`config.mk`:
```
export PLATFORM = sky130hd
export DESIGN_NAME = crtsb_timing_regs
export DESIGN_NICKNAME = d
export VERILOG_FILES = /design/src/shared/crtsb_pkg.sv /design/src/design/crtsb_timing_regs.sv
export SDC_FILE = /design/constraint.sdc
export NUM_CORES = 1
export LEC_CHECK = 0
export BUFFER_PORTS_ARGS = -buffer_cell sky130_fd_sc_hd__buf_2
export CORE_AREA = 2 2 157 159
export CTS_BUF_LIST = sky130_fd_sc_hd__clkbuf_2 sky130_fd_sc_hd__clkbuf_4 sky130_fd_sc_hd__clkbuf_8
export DETAILED_ROUTE_END_ITERATION = 10
export DIE_AREA = 0 0 159 161
export GPL_ROUTABILITY_DRIVEN = 0
export SLEW_MARGIN = 40
export SYNTH_ARGS = -nofsm -noshare
export SYNTH_HDL_FRONTEND = slang
export SYNTH_SLANG_ARGS = --single-unit
```
`constraint.sdc`:
```
create_clock -name clk_in -period 4.8 [get_ports clk_in]
set_input_delay 1.44 -clock clk_in [delete_from_list [all_inputs] [get_ports clk_in]]
set_output_delay 1.44 -clock clk_in [all_outputs]
set_load 0.01 [all_outputs]
```
`src/shared/crtsb_pkg.sv`:
```
// crtsb_pkg: register indices, field layouts and port addresses for the sync/blank timing block
`default_nettype none
package crtsb_pkg;
  // indexed port pair, monochrome and colour emulation
  localparam logic [15:0] PORT_MONO_INDEX  = 16'h03b4;
  localparam logic [15:0] PORT_MONO_DATA   = 16'h03b5;
  localparam logic [15:0] PORT_COLOR_INDEX = 16'h03d4;
  localparam logic [15:0] PORT_COLOR_DATA  = 16'h03d5;
  localparam logic [7:0]  INDEX_RESET      = 8'h00;
  localparam logic [7:0]  REG_RESET        = 8'h00;
  localparam logic [7:0]  READ_UNMAPPED    = 8'h00;

  // storage slots and the index each answers to
  localparam int unsigned NUM_SLOTS = 14;
  localparam int unsigned SLOT_W    = 4;
  localparam logic [3:0] S_HBLANK_END  = 4'h0;
  localparam logic [3:0] S_HSYNC_START = 4'h1;
  localparam logic [3:0] S_HSYNC_END   = 4'h2;
  localparam logic [3:0] S_VTOTAL_LOW  = 4'h3;
  localparam logic [3:0] S_OVERFLOW    = 4'h4;
  localparam logic [3:0] S_MAX_SCAN    = 4'h5;
  localparam logic [3:0] S_VSYNC_START = 4'h6;
  localparam logic [3:0] S_VDISP_END   = 4'h7;
  localparam logic [3:0] S_VBLANK_ST   = 4'h8;
  localparam logic [3:0] S_LINE_CMP    = 4'h9;
  localparam logic [3:0] S_EXT_VTOTAL  = 4'ha;
  localparam logic [3:0] S_EXT_VDISP   = 4'hb;
  localparam logic [3:0] S_EXT_VSYNC   = 4'hc;
  localparam logic [3:0] S_EXT_VBLANK  = 4'hd;
  localparam logic [7:0] SLOT_INDEX [NUM_SLOTS] = '{
    8'h03, 8'h04, 8'h05, 8'h06, 8'h07, 8'h09, 8'h10,
    8'h12, 8'h15, 8'h18, 8'h30, 8'h31, 8'h32, 8'h33};

  // field positions
  localparam int unsigned HBE_LOW_W    = 5;
  localparam int unsigned HBE_RSVD_BIT = 7;
  localparam int unsigned HSE_HBE5_BIT = 7;
  localparam int unsigned HSE_DLY_LSB  = 5;
  localparam int unsigned HSE_END_W    = 5;
  localparam int unsigned OVF_VT8      = 0;
  localparam int unsigned OVF_VD8      = 1;
  localparam int unsigned OVF_VS8      = 2;
  localparam int unsigned OVF_VB8      = 3;
  localparam int unsigned OVF_LC8      = 4;
  localparam int unsigned OVF_VT9      = 5;
  localparam int unsigned OVF_VD9      = 6;
  localparam int unsigned OVF_VS9      = 7;
  localparam int unsigned MSL_VB9      = 5;
  localparam int unsigned MSL_LC9      = 6;
  localparam int unsigned EXT_W        = 4;
  localparam int unsigned VCNT_W       = 12;
  localparam int unsigned LCMP_W       = 10;
  localparam int unsigned MAX_DELAY    = 3;
endpackage
`default_nettype wire

```
`src/design/crtsb_timing_regs.sv`:
```
// crtsb_timing_regs: indexed timing registers, assembled counts and delayed horizontal sync
// Behaviour
// - each register reached by writing its index, then accessing the data port
// - blank end is six bits: register field 4-0 plus sync-end bit 7
// - sync start gives the character clock where horizontal sync begins
// - five-bit sync end is low bits of start plus pulse width
// - delay field shifts both sync edges by zero to three character clocks
// - io control bit 0 picks ten-bit standard or twelve-bit extended counts
// - standard vertical total: low byte, bit 9 overflow 5, bit 8 overflow 0
// - extended vertical total: top nibble from extended total register
// - standard vsync start: low byte, bit 9 overflow 7, bit 8 overflow 2
// - extended vsync start: top nibble from extended sync start register
// - vsync start is the scan line number, line zero first active
// - standard display end: low byte, bit 9 overflow 6, bit 8 overflow 1
// - extended display end: top nibble from extended display end register
// - line compare uses overflow bit 4 as bit 8; restarts address there
// - standard blank start: overflow bit 3 is bit 8, max-scan bit 5 bit 9
`timescale 1ns/10ps
`default_nettype none
module crtsb_timing_regs (
  // clock and reset
  input  wire logic        clk_in,
  input  wire logic        rst_n_in,
  // host i/o port pair
  input  wire logic [15:0] io_addr_in,
  input  wire logic        io_wr_in,
  input  wire logic        io_rd_in,
  input  wire logic [7:0]  io_wdata_in,
  output logic      [7:0]  io_rdata_out,
  // configuration from neighbouring logic
  input  wire logic        color_sel_in,
  input  wire logic        ext_mode_in,
  // raster counters
  input  wire logic        char_tick_in,
  input  wire logic [7:0]  char_count_in,
  input  wire logic        line_tick_in,
  input  wire logic [11:0] line_count_in,
  // timing results
  output logic             hsync_out,
  output logic             addr_restart_out,
  output logic      [5:0]  hblank_end_out,
  output logic      [11:0] vtotal_out,
  output logic      [11:0] vsync_start_out,
  output logic      [11:0] vdisp_end_out,
  output logic      [11:0] vblank_start_out,
  output logic      [9:0]  line_compare_out
);

  ////////////////////////////////////////////////////////////////////////////
  logic [7:0]  index;
  logic [7:0]  regs [crtsb_pkg::NUM_SLOTS];
  logic [7:0]  next_index;
  logic [7:0]  next_regs [crtsb_pkg::NUM_SLOTS];
  logic [7:0]  next_rdata;
  logic        sync_raw;
  logic        next_sync_raw;
  logic [2:0]  sync_dly;
  logic [2:0]  next_sync_dly;
  logic        next_hsync;
  logic        next_restart;
  logic [5:0]  next_hbe;
  logic [11:0] next_vt;
  logic [11:0] next_vs;
  logic [11:0] next_vd;
  logic [11:0] next_vb;
  logic [9:0]  next_lc;
  logic [crtsb_pkg::NUM_SLOTS-1:0] slot_hit;
  logic        sel_index;
  logic        sel_data;
  logic [7:0]  hse;
  logic [7:0]  ovf;
  logic [7:0]  msl;
  logic [1:0]  dly_sel;

  // only the port pair of the current emulation answers
  assign sel_index = (io_addr_in == (color_sel_in ? crtsb_pkg::PORT_COLOR_INDEX
                                                  : crtsb_pkg::PORT_MONO_INDEX));
  assign sel_data  = (io_addr_in == (color_sel_in ? crtsb_pkg::PORT_COLOR_DATA
                                                  : crtsb_pkg::PORT_MONO_DATA));
  assign hse = regs[crtsb_pkg::S_HSYNC_END];
  assign ovf = regs[crtsb_pkg::S_OVERFLOW];
  assign msl = regs[crtsb_pkg::S_MAX_SCAN];
  assign dly_sel = hse[crtsb_pkg::HSE_DLY_LSB +: 2];

  // index decode, one comparator per stored register
  genvar g;
  generate
    for (g = 0; g < crtsb_pkg::NUM_SLOTS; g++) begin : g_decode
      assign slot_hit[g] = (index == crtsb_pkg::SLOT_INDEX[g]);
    end
  endgenerate

  ////////////////////////////////////////////////////////////////////////////
  always_comb begin
    next_index = index;
    next_rdata = io_rdata_out;
    for (int i = 0; i < crtsb_pkg::NUM_SLOTS; i++) begin
      next_regs[i] = regs[i];
    end
    // host access through the index/data pair
    if (io_wr_in && sel_index) begin
      next_index = io_wdata_in;
    end
    if (io_wr_in && sel_data) begin
      for (int i = 0; i < crtsb_pkg::NUM_SLOTS; i++) begin
        if (slot_hit[i]) begin
          next_regs[i] = io_wdata_in;
        end
      end
    end
    if (io_rd_in && sel_index) begin
      next_rdata = index;
    end else if (io_rd_in && sel_data) begin
      next_rdata = crtsb_pkg::READ_UNMAPPED;
      for (int i = 0; i < crtsb_pkg::NUM_SLOTS; i++) begin
        if (slot_hit[i]) begin
          next_rdata = regs[i];
        end
      end
      // legacy reserved bit always reads back set
      if (slot_hit[crtsb_pkg::S_HBLANK_END]) begin
        next_rdata[crtsb_pkg::HBE_RSVD_BIT] = 1'b1;
      end
    end

    // assembled counts; the unused overflow bits are simply not looked at
    next_hbe = {hse[crtsb_pkg::HSE_HBE5_BIT],
                regs[crtsb_pkg::S_HBLANK_END][crtsb_pkg::HBE_LOW_W-1:0]};
    if (ext_mode_in) begin
      next_vt = {regs[crtsb_pkg::S_EXT_VTOTAL][crtsb_pkg::EXT_W-1:0],
                 regs[crtsb_pkg::S_VTOTAL_LOW]};
      next_vs = {regs[crtsb_pkg::S_EXT_VSYNC][crtsb_pkg::EXT_W-1:0],
                 regs[crtsb_pkg::S_VSYNC_START]};
      next_vd = {regs[crtsb_pkg::S_EXT_VDISP][crtsb_pkg::EXT_W-1:0],
                 regs[crtsb_pkg::S_VDISP_END]};
      next_vb = {regs[crtsb_pkg::S_EXT_VBLANK][crtsb_pkg::EXT_W-1:0],
                 regs[crtsb_pkg::S_VBLANK_ST]};
    end else begin
      next_vt = {2'h0, ovf[crtsb_pkg::OVF_VT9], ovf[crtsb_pkg::OVF_VT8],
                 regs[crtsb_pkg::S_VTOTAL_LOW]};
      next_vs = {2'h0, ovf[crtsb_pkg::OVF_VS9], ovf[crtsb_pkg::OVF_VS8],
                 regs[crtsb_pkg::S_VSYNC_START]};
      next_vd = {2'h0, ovf[crtsb_pkg::OVF_VD9], ovf[crtsb_pkg::OVF_VD8],
                 regs[crtsb_pkg::S_VDISP_END]};
      next_vb = {2'h0, msl[crtsb_pkg::MSL_VB9], ovf[crtsb_pkg::OVF_VB8],
                 regs[crtsb_pkg::S_VBLANK_ST]};
    end
    next_lc = {msl[crtsb_pkg::MSL_LC9], ovf[crtsb_pkg::OVF_LC8],
               regs[crtsb_pkg::S_LINE_CMP]};
    // restart pulse on the line tick of the matching scan line
    next_restart = line_tick_in && (line_count_in == {2'h0, line_compare_out});

    // horizontal sync: start match wins over end match in the same character
    next_sync_raw = sync_raw;
    next_sync_dly = sync_dly;
    if (char_tick_in) begin
      if (char_count_in == regs[crtsb_pkg::S_HSYNC_START]) begin
        next_sync_raw = 1'b1;
      end else if (char_count_in[crtsb_pkg::HSE_END_W-1:0]
                   == hse[crtsb_pkg::HSE_END_W-1:0]) begin
        next_sync_raw = 1'b0;
      end
      // delay line moves in character steps, so both edges shift alike
      next_sync_dly = {sync_dly[1:0], sync_raw};
    end
    case (dly_sel)
      2'h0:    next_hsync = sync_raw;
      2'h1:    next_hsync = sync_dly[0];
      2'h2:    next_hsync = sync_dly[1];
      2'h3:    next_hsync = sync_dly[2];
      default: next_hsync = sync_raw;
    endcase
  end

  always_ff @(posedge clk_in or negedge rst_n_in) begin
    if (!rst_n_in) begin
      index            <= crtsb_pkg::INDEX_RESET;
      for (int i = 0; i < crtsb_pkg::NUM_SLOTS; i++) begin
        regs[i] <= crtsb_pkg::REG_RESET;
      end
      io_rdata_out     <= crtsb_pkg::REG_RESET;
      sync_raw         <= 1'b0;
      sync_dly         <= 3'h0;
      hsync_out        <= 1'b0;
      addr_restart_out <= 1'b0;
      hblank_end_out   <= 6'h00;
      vtotal_out       <= 12'h000;
      vsync_start_out  <= 12'h000;
      vdisp_end_out    <= 12'h000;
      vblank_start_out <= 12'h000;
      line_compare_out <= 10'h000;
    end else begin
      index            <= next_index;
      for (int i = 0; i < crtsb_pkg::NUM_SLOTS; i++) begin
        regs[i] <= next_regs[i];
      end
      io_rdata_out     <= next_rdata;
      sync_raw         <= next_sync_raw;
      sync_dly         <= next_sync_dly;
      hsync_out        <= next_hsync;
      addr_restart_out <= next_restart;
      hblank_end_out   <= next_hbe;
      vtotal_out       <= next_vt;
      vsync_start_out  <= next_vs;
      vdisp_end_out    <= next_vd;
      vblank_start_out <= next_vb;
      line_compare_out <= next_lc;
    end
  end

  ////////////////////////////////////////////////////////////////////////////
  // checks against the port, count assembly, line compare and sync behaviour
  a_index_readback: assert property (@(posedge clk_in) disable iff (!rst_n_in)
    io_wr_in && sel_index ##1 !(io_wr_in && sel_index) ##1 io_rd_in && sel_index && !io_wr_in
      |=> io_rdata_out == $past(io_wdata_in, 3))
    else $error("index port read does not return written index");

  a_vtotal_low_write: assert property (@(posedge clk_in) disable iff (!rst_n_in)
    io_wr_in && sel_data && index == crtsb_pkg::SLOT_INDEX[crtsb_pkg::S_VTOTAL_LOW]
      ##1 !(io_wr_in && sel_data) |=> vtotal_out[7:0] == $past(io_wdata_in, 2))
    else $error("vertical total low byte not taken from data port");

  a_hbe_assembly: assert property (@(posedge clk_in) disable iff (!rst_n_in)
    io_wr_in && sel_data && index == crtsb_pkg::SLOT_INDEX[crtsb_pkg::S_HSYNC_END]
      ##1 !(io_wr_in && sel_data) |=> hblank_end_out[5] == $past(io_wdata_in[7], 2))
    else $error("blank end bit 5 not taken from sync end bit 7");

  a_std_mode_high: assert property (@(posedge clk_in) disable iff (!rst_n_in)
    !ext_mode_in |=> vtotal_out[11:10] == 2'h0 && vsync_start_out[11:10] == 2'h0
      && vdisp_end_out[11:10] == 2'h0 && vtotal_out[9] == $past(ovf[crtsb_pkg::OVF_VT9]))
    else $error("standard mode count wider than ten bits");

  a_ext_vtotal_top: assert property (@(posedge clk_in) disable iff (!rst_n_in)
    ext_mode_in |=> vtotal_out[11:8] == $past(regs[crtsb_pkg::S_EXT_VTOTAL][3:0]))
    else $error("extended vertical total top nibble wrong");

  a_vsync_std_bits: assert property (@(posedge clk_in) disable iff (!rst_n_in)
    !ext_mode_in |=> vsync_start_out[9:8] == {$past(ovf[7]), $past(ovf[2])})
    else $error("vertical sync start high bits wrong in standard mode");

  a_vdisp_ext_top: assert property (@(posedge clk_in) disable iff (!rst_n_in)
    ext_mode_in |=> vdisp_end_out[11:8] == $past(regs[crtsb_pkg::S_EXT_VDISP][3:0]))
    else $error("extended display end top nibble wrong");

  a_line_restart: assert property (@(posedge clk_in) disable iff (!rst_n_in)
    addr_restart_out |-> $past(line_tick_in) && $past(line_count_in[9:0]) == $past(line_compare_out))
    else $error("address restart off the compare line");

  a_sync_rise: assert property (@(posedge clk_in) disable iff (!rst_n_in)
    char_tick_in && char_count_in == regs[crtsb_pkg::S_HSYNC_START] && dly_sel == 2'h0
      ##1 dly_sel == 2'h0 |=> hsync_out)
    else $error("sync did not rise on start match");

  a_sync_delay: assert property (@(posedge clk_in) disable iff (!rst_n_in)
    dly_sel == 2'h3 |=> hsync_out == $past(sync_dly[2]))
    else $error("sync delay tap wrong");

endmodule
`default_nettype wire

```
==> results.json <==
{
  "leakagePower_uw": 0.004950,
  "setup-tns-final_ns": 0,
  "nets": 814,
  "drt_first_pass_iters": 5,
  "detail_route.iter0.violations": 389,
  "grt_pass1_vias": 5920,
  "ctsResizeCount": 0,
  "fin_worst_skew_ns": 0.01455,
  "synth_area_sq_mm": 0.008728,
  "relSlewSlack_pct": 52.01,
  "clkTransAtPathRegs_ns": 0.11,
  "hold_viol_final": 0,
  "endpoint_kind": "flop",
  "ys_ff_latch": 198,
  "syn_area_per_cell_sq_um": 13.49,
  "grt_max_degree": 101,
  "rsz0062_at_grt": "false",
  "powerDensity_mw_per_mm2": 278.5,
  "cp_max_fo": 14,
  "max_cap_viol_count": 0,
  "outcome": "completed",
  "netlist-cell-type-count": 66,
  "syn-instance-count": 647,
  "track_usage_pct": 18.80,
  "crit_family": "simple AND/OR/NAND/NOR gates",
  "die_h_um": 161,
  "crit_type": "in2reg",
  "vias": 5736,
  "finalCritPeriodShare_pct": 75.33,
  "post_cts.repair.setup_buffers": 0,
  "fin_ws_ns": 1.184,
  "setup_viol": 0,
  "clock_sinks": 198,
  "cts_buffers": 17,
  "n_antenna_cell": 0,
  "insertion_delay_ns": 0.48,
  "cp_slowest_cell": "nor3_2",
  "path_buf_inv": 1,
  "maxSlewViolCount": 0,
  "worstPathArrival_ns": 3.98,
  "postSynth.asyncResetShare_pct": 100.0,
  "vias_per_cell": 5.219,
  "post-route-min-period_ns": 3.616,
  "fp.dieArea_sq_mm": 0.02560,
  "cp_cell_sequence": "buf_2 -> or4_1 -> nor4_4 -> nand4_4 -> nor3_2 -> mux2_2",
  "syn_to_final_growth_pct": 15.85,
  "ys_warn_count": 0,
  "place_ws_ns": 0.6523,
  "cpPeakStageDelay_ns": 0.71,
  "initial_core_util_pct": 36.42,
  "drt_wl_total_mm": 23.24,
  "wl_per_cell_um": 21.15,
  "final_layout_size_suffix_gt1_share_pct": 42.97,
  "grt_pass1_wl_mm": 36.52,
  "portBuffers": 125,
  "drtAntennaViolNets": 0,
  "chipWidth_um": 159,
  "fp.coreArea_sq_mm": 0.02396,
  "ys.flop_type": "dfrtp_1",
  "cts_tree": "done",
  "critPathLaunchType": "input port",
  "cts_hold_buf": 0,
  "synth-edff-count": 0,
  "rows": 57,
  "ir_drop_uv": 160.2,
  "required_ns": 5.16,
  "hp-class": "reg2reg",
  "num_io_pins": 126,
  "htreeDepth": 4,
  "fmax_mhz": 276.5,
  "clockRootBuffer": "clkbuf_8",
  "cts.path.max_buffers": 2,
  "drc_errors": 0,
  "antenna_found_initial": 0,
  "grt.overflow.total": 0,
  "ys_seq_area_share_pct": 56.77,
  "dp_hpwl_mm": 16.21,
  "tightest_slew_ns": 0.7144,
  "syn_nets": 699
}
==> Yosys cell counts, drive strengths merged (3+ instances only) <==
| master | number | area share, % |
|---|---|---|
| xnor2 | 11 | 1.1 |
| nand4 | 9 | 0.82 |
| o22ai | 5 | 0.36 |
| nor3 | 21 | 2.3 |
| nand2 | 17 | 0.73 |
| a21oi | 10 | 0.57 |
| and2 | 10 | 0.72 |
| a221o | 4 | 0.46 |
| and3 | 7 | 0.50 |
| nand3 | 10 | 0.57 |
| o211ai | 7 | 0.60 |
| dfrtp | 198 | 57 |
| xor2 | 12 | 1.2 |
| buf | 17 | 0.90 |
| nand3b | 3 | 0.26 |
| a22o | 6 | 0.60 |
| o21ai | 22 | 1.3 |
| o31ai | 5 | 0.43 |
| inv | 3 | 0.13 |
| mux2 | 132 | 17 |
| nor4 | 6 | 0.67 |
| clkbuf | 22 | 0.95 |
| or2 | 4 | 0.29 |
| mux4 | 6 | 1.5 |
| or4b | 3 | 0.34 |
| a32oi | 11 | 1.1 |
| nor2b | 18 | 1.3 |
| nor2 | 20 | 0.95 |
| mux2i | 15 | 1.7 |
==> per-stage QoR <==
| step | total power, uW | utilization [%] | hold slack, ns | cell area [sq um] | instances |
|---|---|---|---|---|---|
| 6_report | 2817 | 42.20 | 0.4114 | 10110 | 1099 |
| 5_1_grt | 2928 | 42.20 | 0.4279 | 10110 | 1099 |
| 4_1_cts | 2852 | 42.07 | 0.4171 | 10080 | 1098 |
| 3_5_place_dp | 1817 | 40.51 | 0.3913 | 9708 | 1066 |
| 3_3_place_gp | 1816 | 40.48 | 0.3941 | 9699 | 1066 |
| 2_1_floorplan | 1733 | - | 0.3627 | 8728 | 647 |
==> report_power, final <==
part / switching [uW] / internal [uW] / leakage [uW]
clock network: 649 / 383 / 0.000188
registers: 2.02 / 1670 / 0.00276
logic: 77.5 / 34.6 / 0.00200
==> final timing paths <==
path | start | end | slack (ns) | depth (start not counted)
min in group asynchronous | rst_n_in | vsync_start_out[8]$_DFF_PN0_ | 0.84 | 1
min reg2reg | next_lc[5]$_DFFE_PN0P_ | line_compare_out[5]$_DFF_PN0_ | 0.41 | 0
min | next_lc[5]$_DFFE_PN0P_ | line_compare_out[5]$_DFF_PN0_ | 0.41 | 0
max in group asynchronous | rst_n_in | hse[2]$_DFFE_PN0P_ | 3.05 | 3
max | io_addr_in[13] | regs[10]$_DFFE_PN0P_ | 1.18 | 6
max reg2reg | index[7]$_DFFE_PN0P_ | io_rdata_out[7]$_DFFE_PN0P_ | 2.00 | 6
==> cell families (layout without fill, tap and decap cells) <==
family          Yosys count  count (layout)  share of synthesized area (%)
compound gates           88              88                          7.325
xor+xnor                 23              23                          2.308
buf+inv                  42             170                          1.978
flops                   198             198                          56.77
mux                     153             153                          20.64
simple gates            143             143                          10.98
==> cell type report <==
| class | instances | area [sq um] |
|---|---|---|
| clock buffer | 17 | 234.0 |
| clock inverter | 15 | 138.9 |
| fill | 2284 | 13850 |
| inverter | 3 | 11.26 |
| multi-input combinational | 407 | 3610 |
| sequential | 198 | 4957 |
| tap | 324 | 405.4 |
| timing repair buffer | 135 | 755.7 |
==> state kept, by name (all words and copies together) (netlist names) <==
name / count
addr_restart_out: 1
hblank_end_out: 6
hse: 8
hsync_out: 1
index: 8
io_rdata_out: 8
line_compare_out: 10
msl: 8
next_hbe: 5
next_lc: 8
ovf: 8
regs: 75
sync_dly: 3
sync_raw: 1
vblank_start_out: 12
vdisp_end_out: 12
vsync_start_out: 12
vtotal_out: 12
==> cells in the final DEF (no fill, tap or decap), drive strengths merged, types with 5 or more instances in the layout <==
master  instances
o31ai           5
xor2           12
mux4            6
a22o            6
a32oi          11
o21ai          22
nor2b          18
buf           135
o211ai          7
nand4           9
clkbuf         17
and3            7
nor3           21
and2           10
nand3          10
mux2          132
mux2i          15
o22ai           5
nor4            6
nand2          17
inv            12
a21oi          10
xnor2          11
nor2           20
dfrtp         198
==> per-layer routing <==
layer,vias up,wire length [um],global-route usage (%)
li1,2607,-,-
met1,2926,10580,25.73
met2,176,10910,29.86
met3,27,1239,4.391
met4,0,513,5.868
met5,-,0,0
Note: power is estimated with default switching activity, not from simulation.
